**src/common/slur_pkg.sv**
```systemverilog
/*
 holds register map, field layout, reset values and encodings of the led, unknown-da,
 drive strength and station address bank.
 assumes a 32-bit axi4-lite master and a 100 MHz core clock.
*/
package slur_pkg;
    // ----------------------------------------------------------------
    // register offsets (word indices, times four for the byte addresses below)
    // ----------------------------------------------------------------
    localparam int IDX_CTRL = 'h00e;
    localparam int IDX_MAC_HI = 'h010;
    localparam int IDX_MAC_MID = 'h012;
    localparam int IDX_MAC_LO = 'h014;
    localparam logic [11:0] ADDR_CTRL = 12'(IDX_CTRL * 4);
    localparam logic [11:0] ADDR_MAC_HI = 12'(IDX_MAC_HI * 4);
    localparam logic [11:0] ADDR_MAC_MID = 12'(IDX_MAC_MID * 4);
    localparam logic [11:0] ADDR_MAC_LO = 12'(IDX_MAC_LO * 4);
    localparam int ADDR_W = 12;
    // ----------------------------------------------------------------
    // control register fields
    // ----------------------------------------------------------------
    localparam int LED_MODE_LSB = 8;
    localparam int UNK_EN_BIT = 7;
    localparam int DRIVE_LSB = 5;
    localparam int UNK_MASK_LSB = 0;
    localparam logic [15:0] CTRL_RW_MASK = 16'hffff;
    localparam logic [5:0] CTRL_RSVD_HI_RESET = 6'h02;
    localparam logic [1:0] LED_MODE_RESET = 2'h0;
    localparam logic UNK_EN_RESET = 1'b0;
    localparam logic [2:0] UNK_MASK_RESET = 3'h7;
    localparam logic [1:0] DRIVE_RESET_HIGH_IO = 2'h1;
    localparam logic [1:0] DRIVE_RESET_LOW_IO = 2'h2;
    localparam logic [1:0] CTRL_RSVD_LO_RESET = 2'h0;
    // ----------------------------------------------------------------
    // station address resets; hi and mid are arbitrary values
    // ----------------------------------------------------------------
    localparam logic [15:0] MAC_HI_RESET = 16'h0000;
    localparam logic [15:0] MAC_MID_RESET = 16'h0000;
    localparam logic [15:0] MAC_LO_RESET = 16'hffff;
    // ----------------------------------------------------------------
    // encodings
    // ----------------------------------------------------------------
    typedef enum logic [1:0]
    {
        LED_SPEED_LINKACT = 2'b00,
        LED_ACT_LINK = 2'b01,
        LED_FDX_LINKACT = 2'b10,
        LED_FDX_LINK = 2'b11
    } slur_led_mode_t;
    typedef enum logic [1:0]
    {
        DRV_4MA = 2'b00,
        DRV_8MA = 2'b01,
        DRV_12MA = 2'b10,
        DRV_16MA = 2'b11
    } slur_drive_t;
    localparam logic [1:0] AXI_OKAY = 2'b00;
    localparam logic [1:0] AXI_SLVERR = 2'b10;
    localparam int NUM_PORTS = 3;
endpackage : slur_pkg

```
**src/common/slur_cfg_if.sv**
```systemverilog
/*
 holds the configuration carrier from the register bank to its consumers.
 assumes one clock domain; bank drives, consumers read.
*/
`timescale 1ns/1ps
interface slur_cfg_if;
    logic [1:0] led_mode;
    logic unk_en;
    logic [2:0] unk_mask;
    logic [1:0] drive;
    logic [47:0] station_address_field;
    modport bank
    (
        output led_mode,
        output unk_en,
        output unk_mask,
        output drive,
        output station_address_field
    );
    modport user
    (
        input led_mode,
        input unk_en,
        input unk_mask,
        input drive,
        input station_address_field
    );
endinterface : slur_cfg_if

```
**src/verilog/slur_led_mux.sv**
```systemverilog
/*
 holds the per-port led selection from link, speed, duplex and activity status.
 assumes status inputs are already on aclk.
*/
`timescale 1ns/1ps
module slur_led_mux
(
    input wire logic aclk,
    input wire logic aresetn,
    slur_cfg_if.user cfg,
    input wire logic [1:0] link_up,
    input wire logic [1:0] speed_100,
    input wire logic [1:0] full_duplex,
    input wire logic [1:0] activity,
    output logic [1:0] port_led_secondary_out,
    output logic [1:0] port_led_primary_out
);
    logic [1:0] next_sec;
    logic [1:0] next_pri;
    always_comb
    begin
        next_sec = '0;
        next_pri = '0;
        for (int p = 0; p < 2; p++)
        begin
            case (slur_pkg::slur_led_mode_t'(cfg.led_mode))
                slur_pkg::LED_SPEED_LINKACT:
                begin
                    next_sec[p] = speed_100[p];
                    next_pri[p] = link_up[p] & ~activity[p];
                end
                slur_pkg::LED_ACT_LINK:
                begin
                    next_sec[p] = activity[p];
                    next_pri[p] = link_up[p];
                end
                slur_pkg::LED_FDX_LINKACT:
                begin
                    next_sec[p] = full_duplex[p];
                    next_pri[p] = link_up[p] & ~activity[p];
                end
                default:
                begin
                    next_sec[p] = full_duplex[p];
                    next_pri[p] = link_up[p];
                end
            endcase
        end
    end
    // link-and-activity blinks off while traffic flows
    always_ff @(posedge aclk)
    begin
        if (!aresetn)
        begin
            port_led_secondary_out <= '0;
            port_led_primary_out <= '0;
        end
        else
        begin
            port_led_secondary_out <= next_sec;
            port_led_primary_out <= next_pri;
        end
    end
endmodule : slur_led_mux

```
**src/verilog/slur_fwd_pause.sv**
```systemverilog
/*
 holds unknown-da destination selection, pin drive selection and pause source address.
 assumes lookup_miss and pause_req are single-cycle pulses on aclk.
*/
`timescale 1ns/1ps
module slur_fwd_pause
(
    input wire logic aclk,
    input wire logic aresetn,
    slur_cfg_if.user cfg,
    input wire logic lookup_miss,
    input wire logic pause_req,
    output logic [2:0] unknown_fwd_ports,
    output logic unknown_fwd_valid,
    output logic [47:0] pause_source_address,
    output logic pause_valid,
    output logic [1:0] gpio_drive_sel
);
    always_ff @(posedge aclk)
    begin
        if (!aresetn)
        begin
            unknown_fwd_ports <= '0;
            unknown_fwd_valid <= 1'b0;
        end
        else
        begin
            unknown_fwd_valid <= lookup_miss;
            unknown_fwd_ports <= cfg.unk_en ? cfg.unk_mask : 3'h0;
        end
    end
    always_ff @(posedge aclk)
    begin
        if (!aresetn)
        begin
            pause_source_address <= '0;
            pause_valid <= 1'b0;
        end
        else
        begin
            pause_valid <= pause_req;
            if (pause_req)
            begin
                pause_source_address <= cfg.station_address_field;
            end
        end
    end
    // led, irq and reset pins carry no drive select at all
    always_ff @(posedge aclk)
    begin
        if (!aresetn)
        begin
            gpio_drive_sel <= slur_pkg::DRIVE_RESET_HIGH_IO;
        end
        else
        begin
            gpio_drive_sel <= cfg.drive;
        end
    end
endmodule : slur_fwd_pause

```
**src/verilog/slur_regs.sv**
```systemverilog
/*
 holds the axi4-lite register bank for led mode, unknown-da forwarding, drive strength
 and the station address, plus its two consumers.
 assumes a single 100 MHz clock and a synchronous active-low reset.
*/
`timescale 1ns/1ps
module slur_regs
(
    input wire logic aclk,
    input wire logic aresetn,
    input wire logic [11:0] s_axi_awaddr,
    input wire logic s_axi_awvalid,
    output logic s_axi_awready,
    input wire logic [31:0] s_axi_wdata,
    input wire logic [3:0] s_axi_wstrb,
    input wire logic s_axi_wvalid,
    output logic s_axi_wready,
    output logic [1:0] s_axi_bresp,
    output logic s_axi_bvalid,
    input wire logic s_axi_bready,
    input wire logic [11:0] s_axi_araddr,
    input wire logic s_axi_arvalid,
    output logic s_axi_arready,
    output logic [31:0] s_axi_rdata,
    output logic [1:0] s_axi_rresp,
    output logic s_axi_rvalid,
    input wire logic s_axi_rready,
    input wire logic io_supply_low,
    input wire logic [1:0] link_up,
    input wire logic [1:0] speed_100,
    input wire logic [1:0] full_duplex,
    input wire logic [1:0] activity,
    input wire logic lookup_miss,
    input wire logic pause_req,
    output logic [1:0] port_led_secondary_out,
    output logic [1:0] port_led_primary_out,
    output logic [2:0] unknown_fwd_ports,
    output logic unknown_fwd_valid,
    output logic [47:0] pause_source_address,
    output logic pause_valid,
    output logic [1:0] gpio_drive_sel
);
    // ----------------------------------------------------------------
    // decode
    // ----------------------------------------------------------------
    function automatic logic [2:0] reg_sel(input logic [11:0] addr);
        case (addr)
            slur_pkg::ADDR_CTRL: reg_sel = 3'h1;
            slur_pkg::ADDR_MAC_HI: reg_sel = 3'h2;
            slur_pkg::ADDR_MAC_MID: reg_sel = 3'h3;
            slur_pkg::ADDR_MAC_LO: reg_sel = 3'h4;
            default: reg_sel = 3'h0;
        endcase
    endfunction : reg_sel

    function automatic logic [15:0] merge16(input logic [15:0] old, input logic [31:0] d,
        input logic [3:0] s);
        merge16 = {s[1] ? d[15:8] : old[15:8], s[0] ? d[7:0] : old[7:0]};
    endfunction : merge16

    slur_cfg_if cfg ();

    // ----------------------------------------------------------------
    // supply strap, two flops then caught once after reset release
    // ----------------------------------------------------------------
    logic strap_meta;
    logic strap_sync;
    logic strap_done;
    always_ff @(posedge aclk)
    begin
        strap_meta <= io_supply_low;
        strap_sync <= strap_meta;
    end

    // ----------------------------------------------------------------
    // storage
    // ----------------------------------------------------------------
    logic [15:0] ctrl;
    logic [15:0] mac_hi;
    logic [15:0] mac_mid;
    logic [15:0] mac_lo;

    // ----------------------------------------------------------------
    // write channel
    // ----------------------------------------------------------------
    logic aw_held;
    logic w_held;
    logic [11:0] aw_addr;
    logic [31:0] w_data;
    logic [3:0] w_strb;
    logic do_write;
    logic [2:0] wsel;

    assign s_axi_awready = !aw_held && !s_axi_bvalid;
    assign s_axi_wready = !w_held && !s_axi_bvalid;
    assign do_write = aw_held && w_held && !s_axi_bvalid;
    assign wsel = reg_sel(aw_addr);

    always_ff @(posedge aclk)
    begin
        if (!aresetn)
        begin
            aw_held <= 1'b0;
            w_held <= 1'b0;
            aw_addr <= '0;
            w_data <= '0;
            w_strb <= '0;
        end
        else
        begin
            if (s_axi_awvalid && s_axi_awready)
            begin
                aw_held <= 1'b1;
                aw_addr <= s_axi_awaddr;
            end
            else if (do_write)
            begin
                aw_held <= 1'b0;
            end
            if (s_axi_wvalid && s_axi_wready)
            begin
                w_held <= 1'b1;
                w_data <= s_axi_wdata;
                w_strb <= s_axi_wstrb;
            end
            else if (do_write)
            begin
                w_held <= 1'b0;
            end
        end
    end

    always_ff @(posedge aclk)
    begin
        if (!aresetn)
        begin
            s_axi_bvalid <= 1'b0;
            s_axi_bresp <= slur_pkg::AXI_OKAY;
        end
        else if (do_write)
        begin
            s_axi_bvalid <= 1'b1;
            s_axi_bresp <= (wsel == 3'h0) ? slur_pkg::AXI_SLVERR : slur_pkg::AXI_OKAY;
        end
        else if (s_axi_bready)
        begin
            s_axi_bvalid <= 1'b0;
        end
    end

    // ----------------------------------------------------------------
    // control register; drive field reloads from strap once after reset
    // ----------------------------------------------------------------
    always_ff @(posedge aclk)
    begin
        if (!aresetn)
        begin
            ctrl <= {slur_pkg::CTRL_RSVD_HI_RESET, slur_pkg::LED_MODE_RESET, slur_pkg::UNK_EN_RESET,
                slur_pkg::DRIVE_RESET_HIGH_IO, slur_pkg::CTRL_RSVD_LO_RESET,
                slur_pkg::UNK_MASK_RESET};
            strap_done <= 1'b0;
        end
        else if (do_write && wsel == 3'h1)
        begin
            // reserved bits are stored as written so read-back keeps them
            ctrl <= merge16(ctrl, w_data, w_strb) & slur_pkg::CTRL_RW_MASK;
            strap_done <= 1'b1;
        end
        else if (!strap_done)
        begin
            // a write in the first cycle wins over the strap
            ctrl[slur_pkg::DRIVE_LSB +: 2] <= strap_sync ? slur_pkg::DRIVE_RESET_LOW_IO
                : slur_pkg::DRIVE_RESET_HIGH_IO;
            strap_done <= 1'b1;
        end
    end

    always_ff @(posedge aclk)
    begin
        if (!aresetn)
        begin
            mac_hi <= slur_pkg::MAC_HI_RESET;
            mac_mid <= slur_pkg::MAC_MID_RESET;
            mac_lo <= slur_pkg::MAC_LO_RESET;
        end
        else if (do_write)
        begin
            case (wsel)
                3'h2: mac_hi <= merge16(mac_hi, w_data, w_strb);
                3'h3: mac_mid <= merge16(mac_mid, w_data, w_strb);
                3'h4: mac_lo <= merge16(mac_lo, w_data, w_strb);
                default: ;
            endcase
        end
    end

    // ----------------------------------------------------------------
    // read channel
    // ----------------------------------------------------------------
    logic [15:0] rd_word;
    assign s_axi_arready = !s_axi_rvalid;
    always_comb
    begin
        case (reg_sel(s_axi_araddr))
            3'h1: rd_word = ctrl;
            3'h2: rd_word = mac_hi;
            3'h3: rd_word = mac_mid;
            3'h4: rd_word = mac_lo;
            default: rd_word = 16'h0000;
        endcase
    end

    always_ff @(posedge aclk)
    begin
        if (!aresetn)
        begin
            s_axi_rvalid <= 1'b0;
            s_axi_rdata <= '0;
            s_axi_rresp <= slur_pkg::AXI_OKAY;
        end
        else if (s_axi_arvalid && s_axi_arready)
        begin
            s_axi_rvalid <= 1'b1;
            s_axi_rdata <= {16'h0000, rd_word};
            s_axi_rresp <= (reg_sel(s_axi_araddr) == 3'h0) ? slur_pkg::AXI_SLVERR : slur_pkg::AXI_OKAY;
        end
        else if (s_axi_rready)
        begin
            s_axi_rvalid <= 1'b0;
        end
    end

    // ----------------------------------------------------------------
    // configuration out to consumers
    // ----------------------------------------------------------------
    assign cfg.led_mode = ctrl[slur_pkg::LED_MODE_LSB +: 2];
    assign cfg.unk_en = ctrl[slur_pkg::UNK_EN_BIT];
    assign cfg.unk_mask = ctrl[slur_pkg::UNK_MASK_LSB +: slur_pkg::NUM_PORTS];
    assign cfg.drive = ctrl[slur_pkg::DRIVE_LSB +: 2];
    assign cfg.station_address_field = {mac_hi, mac_mid, mac_lo};

    slur_led_mux u_led
    (
        .aclk(aclk),
        .aresetn(aresetn),
        .cfg(cfg.user),
        .link_up(link_up),
        .speed_100(speed_100),
        .full_duplex(full_duplex),
        .activity(activity),
        .port_led_secondary_out(port_led_secondary_out),
        .port_led_primary_out(port_led_primary_out)
    );

    slur_fwd_pause u_fwd
    (
        .aclk(aclk),
        .aresetn(aresetn),
        .cfg(cfg.user),
        .lookup_miss(lookup_miss),
        .pause_req(pause_req),
        .unknown_fwd_ports(unknown_fwd_ports),
        .unknown_fwd_valid(unknown_fwd_valid),
        .pause_source_address(pause_source_address),
        .pause_valid(pause_valid),
        .gpio_drive_sel(gpio_drive_sel)
    );
endmodule : slur_regs

```
**config.mk**
```make
export PLATFORM = sky130hd
export DESIGN_NAME = slur_regs
export DESIGN_NICKNAME = d
export VERILOG_FILES = /design/src/common/slur_pkg.sv /design/src/common/slur_cfg_if.sv /design/src/verilog/slur_led_mux.sv /design/src/verilog/slur_fwd_pause.sv /design/src/verilog/slur_regs.sv
export SDC_FILE = /design/constraint.sdc
export NUM_CORES = 1
export LEC_CHECK = 0
export BUFFER_PORTS_ARGS = -buffer_cell sky130_fd_sc_hd__buf_2
export CELL_PAD_IN_SITES_DETAIL_PLACEMENT = 0
export CELL_PAD_IN_SITES_GLOBAL_PLACEMENT = 2
export CORE_MARGIN = 1
export CORE_UTILIZATION = 29
export CTS_BUF_LIST = sky130_fd_sc_hd__clkbuf_16
export CTS_CLUSTER_DIAMETER = 200
export DETAILED_ROUTE_END_ITERATION = 10
export GPL_ROUTABILITY_DRIVEN = 0
export GPL_TIMING_DRIVEN = 1
export PLACE_DENSITY_LB_ADDON = 0.1
export SLEW_MARGIN = 20
export SYNTH_ARGS = -nofsm -noshare
export SYNTH_HDL_FRONTEND = slang
export SYNTH_HIERARCHICAL = 1
export SYNTH_SLANG_ARGS = --single-unit
export TNS_END_PERCENT = 10
```
**constraint.sdc**
```tcl
create_clock -name aclk -period 1.9 [get_ports aclk]
set_input_delay 0.095 -clock aclk [delete_from_list [all_inputs] [get_ports aclk]]
set_output_delay 0.095 -clock aclk [all_outputs]
set_load 0.005 [all_outputs]
```
# Yosys cells after proc, flatten, opt, wreduce, memory -nomap -nowiden
# Index checks and enable logic that the tools add are counted.
# word_totals
ramBits	0
output_inout_bits	100
mem_count	0
ff_bits	180
inputBits	78
word_cells	106
latch_bits	0
romBits	0
# classes
add_sub_neg	0
mux	23
eq_ne	20
n_bitwise	4
div_mod_pow	0
order_cmp	0
n_reduce_logical	30
multipliers	0
n_shift	0
# op_table
op	count
== test 12 x 7 -> 1 bit (second input constant)	6
case mux 16 bit (4 select lines)	1
== test 12 x 6 -> 1 bit (second input constant)	2
case mux 3 bit (4 select lines)	2
AND reduction 3 bit	6
== test 3 x 2 -> 1 bit (second input constant)	4
2-to-1 mux 1 bit	10
2-to-1 mux 2 bit	5
logical AND 1 bit	8
AND reduction 2 bit	4
nonzero test 2 bit	4
2-to-1 mux 7 bit	1
== test 3 x 1 -> 1 bit (second input constant)	2
== test 3 bit (second input constant)	2
zero test 3 bit	2
2-to-1 mux 3 bit	2
zero test 1 bit	4
case mux 1 bit (2 select lines)	2
bitwise AND 1 bit	2
== test 2 x 1 -> 1 bit (second input constant)	1
== test 2 bit (second input constant)	1
zero test 2 bit	1
!= test 2 x 1 -> 1 bit (second input constant)	1
!= test 2 bit (second input constant)	1
2 further kinds	3

# Depth between registers and ports, before layout
# depth
depth_word	6
mapped_depth	7
ltp_nobuf	5

# Modules after synthesis
# Netlist, hierarchy kept.
# modules_own_cells
mod	seq_area_each_um2	instances	cells_each	area_each_um2
slur_regs	2382.3	1	594	5157.4
slur_fwd_pause	1101.1	1	170	2014.4
slur_led_mux	80.1	1	15	156.4

# Least setup slack after synthesis
# No wires, ideal clock.
# synth_path
path_kind	reg2reg
startpoint	register aw_addr[11]
endpoint	register mac_hi[10]
period_less_slack_ns	1.958
setup_time_ns	0.138
n_path_buf	1
stages_incl_launch_ff	7
setup_slack_ns	-0.058
t_arrival_ns	1.820
t_required_ns	1.762
cell_sequence	dfxtp_1 -> nor4_2 -> nand4b_2 -> or4_1 -> clkbuf_1 -> nand2_1 -> a21oi_1
# synth_via
elab_chain_len	4
elab_cells_between_ends	7
classes_between	eq/ne (5); mux (1); reduce/logical (1)
# synth_rtl
item	line_no	source
start: declaration	slur_regs.sv:88	logic [11:0] aw_addr;
start signal: assignment	slur_regs.sv:114	aw_addr <= s_axi_awaddr;
== test 12 x 7 -> 1 bit / == test 12 x 6 -> 1 bit (equally long branches)	slur_regs.sv:47	case (addr)
case mux 3 bit (4 select lines) *	slur_regs.sv:47	
== test 3 x 2 -> 1 bit *	slur_regs.sv:188	case (wsel)
AND reduction 3 bit (no source line) *	-	
end signal: assignment	slur_regs.sv:182	mac_hi <= slur_pkg::MAC_HI_RESET;
end signal: assignment	slur_regs.sv:189	3'h2: mac_hi <= merge16(mac_hi, w_data, w_strb);
end: declaration	slur_regs.sv:79	logic [15:0] mac_hi;
# Every way passes the cells marked *; elsewhere a longest branch is shown, timed or not.
# A chain may end at the register's enable or synchronous reset.

# Final worst setup path
# layout_path
startpoint	register aw_addr[11]
endpoint	register mac_lo[4]
# layout_via
elab_chain_len	4
elab_cells_between_ends	7
classes_between	eq/ne (5); mux (1); reduce/logical (1)
# layout_rtl
item	line_no	source
== test 12 x 7 -> 1 bit / == test 12 x 6 -> 1 bit (equally long branches)	slur_regs.sv:47	
case mux 3 bit (4 select lines) *	slur_regs.sv:47	
== test 3 bit *	slur_regs.sv:188	
AND reduction 3 bit (no source line) *	-	
end signal: assignment	slur_regs.sv:184	mac_lo <= slur_pkg::MAC_LO_RESET;
end signal: assignment	slur_regs.sv:191	3'h4: mac_lo <= merge16(mac_lo, w_data, w_strb);
end: declaration	slur_regs.sv:81	logic [15:0] mac_lo;
# Marked as above.

==> flow_summary.yaml <==
worst_hold_path:
  holdPathStages: 3
  min_to: "u_led/port_led_secondary_out[0]$_SDFF_PN0_"
  worstHoldStart: "speed_100[0]"
  worstHoldPathType: "in -> reg"
final_layout:
  drive_above_1_share: 0.2531
  layout.nets: 1047
  antenna_cells: 0
  n_fill_cell: 2486
  multi_input_area_um2: 3447
  area_growth_pct: 31.38
  regArea_um2: 3567
global_routing:
  grt_pass1_vias: 6010
  grt_overflow: 0
  grt_pass1_wl_um: 34820
  track_usage: 0.1773
  grt_antenna_before_repair: 0
  grt_max_degree: 95
die:
  start_util: 0.2987
  num_rows: 57
  dieArea_um2: 25910
  die_height_um: 161.0
  dieWidth_um: 161.0
  coreArea_um2: 24530
  top_level_ports: 178
cts:
  clk_pin_slew_ns: 0.07
  cts_buffers: 17
  cts.sinks: 178
  cts-root-buf: "clkbuf_16"
  h-tree-depth: 4
  clkLatencyLatePin_ns: 0.43
  postCtsSetupBuffers: 0
  clk_path_buf_depth: 2
  cts_tree: "yes"
route:
  drtIter0Drc: 295
  firstDrtPassIters: 4
  routed_wl_um: 22740
  drc: 0
  wl_per_cell_um: 17.44
  via_per_inst: 4.726
  dr_total_vias: 6163
  drtAntennaViolNets: 0
synth:
  ys_async_sr_fraction: 0
  netlist.area_leader.share: 0.4863
  synth_ff_type: "dfxtp_1"
  yosysTopAreaCell: "dfxtp_1"
  yosysWarnings: 6
  yosysSeqAreaShare: 0.4863
  netlist_instances: 779
  avgSynthCellArea_um2: 9.407
  synthTopCellsByArea: "dfxtp_1 49%, mux2i_1 11%, nand2_1 7.6%, a21oi_1 5.5%, nor2b_1 4.2%"
  synthDistinctLibCells: 54
  netlist_area_um2: 7328
  synth_edf_count: 0
  ys_ff_latch: 178
setup_path:
  worstSetupStartpointType: "flip-flop"
  r2r_start: "aw_addr[11]$_SDFFE_PN0P_"
  r2r_cells: 7
  path_max_fanout: 8
  crit_type: "reg -> reg"
  r2r-end: "mac_lo[4]$_SDFFE_PN1P_"
  worstPathArrival_ns: 2.19
  worst_setup_path_end_kind: "flip-flop"
  cp.required_ns: 2.18
  r2r_slack_ns: -0.02
pwr:
  powerDensity_nw_per_um2: 875.2
  p_leak_nw: 3.978
  ir_drop_mv: 0.4654
timing:
  final-hold-violation-count: 0
  fin_hold_ws_ns: 0.02266
  setup_slack_ns: -0.01730
  min_period_ns: 1.917
  setup_viol: 1
  clock.fmax_mhz: 521.6
  timing.final.crit_share: 1.009
  slew_headroom: 0.5037
  rsz0062_at_grt: "yes"
  finClkSkew_ns: 0.01570
  fin_setup_tns_ns: -0.01730
  slew_violations: 0
  worst_pin_slew_ns: 0.7445
run_status:
  status: "finished, violations left"
  violations: "setup timing"
run:
  cap_violations: 0
place:
  portBuffers: 141
  hpwl_um: 15970
==> state kept, by name (all words and copies together) (netlist names), 2 cells and up <==
register / cells
u_fwd/unknown_fwd_ports: 3
u_fwd/gpio_drive_sel: 2
u_fwd/pause_source_address: 48
mac_mid: 16
u_led/port_led_primary_out: 2
w_data: 16
aw_addr: 12
ctrl: 16
u_led/port_led_secondary_out: 2
mac_lo: 16
s_axi_rdata: 16
w_strb: 2
mac_hi: 16
==> worst max path at each step <==
stage                                         from                 endpoint  slack, ns  cells after the start
after floorplan            aw_addr[7]$_SDFFE_PN0P_  mac_mid[6]$_SDFFE_PN0P_     -0.006                      7
after global placement    aw_addr[11]$_SDFFE_PN0P_  mac_hi[11]$_SDFFE_PN0P_      -0.03                      5
after detailed placement  aw_addr[11]$_SDFFE_PN0P_   mac_hi[9]$_SDFFE_PN0P_      -0.08                      5
after CTS                  aw_addr[2]$_SDFFE_PN0P_   mac_lo[4]$_SDFFE_PN1P_      -0.05                      7
after global routing      aw_addr[11]$_SDFFE_PN0P_   mac_lo[4]$_SDFFE_PN1P_      -0.13                      7
final                     aw_addr[11]$_SDFFE_PN0P_   mac_lo[4]$_SDFFE_PN1P_      -0.02                      7
==> power by group <==
part	switching (W)	internal [W]
Clock	0.00153	0.00233
Combinational	0.000342	0.000297
Sequential	0.000104	0.00382
Total	0.00198	0.00645
==> logic make-up after synthesis <==
logic type / after synthesis / synth area share
AO/OA/AOI/OAI: 153 / 0.1357
buffers and inverters: 75 / 0.05890
flip-flops: 178 / 0.4863
multiplexers: 83 / 0.1139
other: 1 / 0.0005117
AND/OR/NAND/NOR: 289 / 0.2047
==> Yosys cell counts, types with 2 or more instances <==
| cell type | number |
|---|---|
| nor4_2 | 4 |
| a22o_1 | 15 |
| and3_1 | 18 |
| nor4_4 | 3 |
| a221oi_1 | 6 |
| nand2b_1 | 9 |
| a221oi_2 | 9 |
| and3b_1 | 2 |
| or4_1 | 2 |
| o211a_1 | 2 |
| and2_1 | 5 |
| mux2i_1 | 80 |
| buf_1 | 4 |
| clkbuf_1 | 31 |
| inv_1 | 7 |
| nor2b_1 | 49 |
| nor2_1 | 25 |
| mux2_1 | 2 |
| nor4b_1 | 2 |
| buf_4 | 25 |
| nand3_1 | 6 |
| o211ai_1 | 2 |
| buf_12 | 2 |
| nand3b_1 | 2 |
| nand2_1 | 149 |
| o21ai_0 | 17 |
| buf_2 | 3 |
| a31oi_1 | 15 |
| nor3_4 | 2 |
| a21oi_1 | 80 |
| dfxtp_1 | 178 |
==> cell type report <==
cell class / count / area share
Clock buffer: 17 / 0.04418
Clock inverter: 13 / 0.02183
Inverter: 7 / 0.002729
Multi-Input combinational cell: 543 / 0.3580
Sequential cell: 178 / 0.3705
Tap cell: 324 / 0.04211
Timing Repair Buffer: 222 / 0.1606
==> worst max-delay path: stages, from the launching register on <==
cell and delay [ns]:
dfxtp_2 0.34, nor4_4 0.37, nand4b_4 0.23, buf_6 0.19, nor3_4 0.19, buf_12 0.17, mux2i_2 0.21, nand2_1 0.07
==> through the flow <==
| step | setup slack [ns] | instances | area, um2 | util | total power (W) |
|---|---|---|---|---|---|
| final | -0.01730 | 1304 | 9628 | 0.3924 | 0.008426 |
| after global routing | -0.1274 | 1304 | 9628 | 0.3924 | 0.008777 |
| after CTS | -0.05305 | 1304 | 9608 | 0.3916 | 0.008537 |
| after detailed placement | -0.07777 | 1234 | 8561 | 0.3489 | 0.004589 |
| after global placement | -0.03247 | 1234 | 8561 | 0.3489 | 0.004577 |
| after floorplan | -0.006166 | 796 | 7410 | - | 0.004323 |
==> placed cells by master (no fill, tap or decap), types with 6 or more instances in the layout <==
master	n
dfxtp_1	175
nand2_1	147
buf_2	141
a21oi_1	80
mux2i_1	79
nor2b_1	49
dlygate4sd3_1	40
buf_4	29
nor2_1	24
and3_1	18
conb_1	18
o21ai_0	17
clkbuf_16	17
a22o_1	15
a31oi_1	15
buf_12	10
nand2b_1	9
a221oi_2	9
inv_1	7
a221oi_1	6
nand3_1	6
==> per-layer routing <==
metal  global-route usage  vias up  part of all wire
met1               0.2344     2931              0.47
met4              0.05532        0             0.020
li1                     -     3045                 -
met2               0.2927      167              0.47
met3              0.03073       20             0.037
met5                    0        -                 0
==> repair_timing <==
action / CTS / global route
hold buffers: 40 / 0
pin swaps: 2 / 3
hold endpoints to repair: 37 / 0
gates resized for setup: 4 / 7
setup endpoints to repair: 33 / 56
Note: power is estimated with default switching activity, not from simulation.
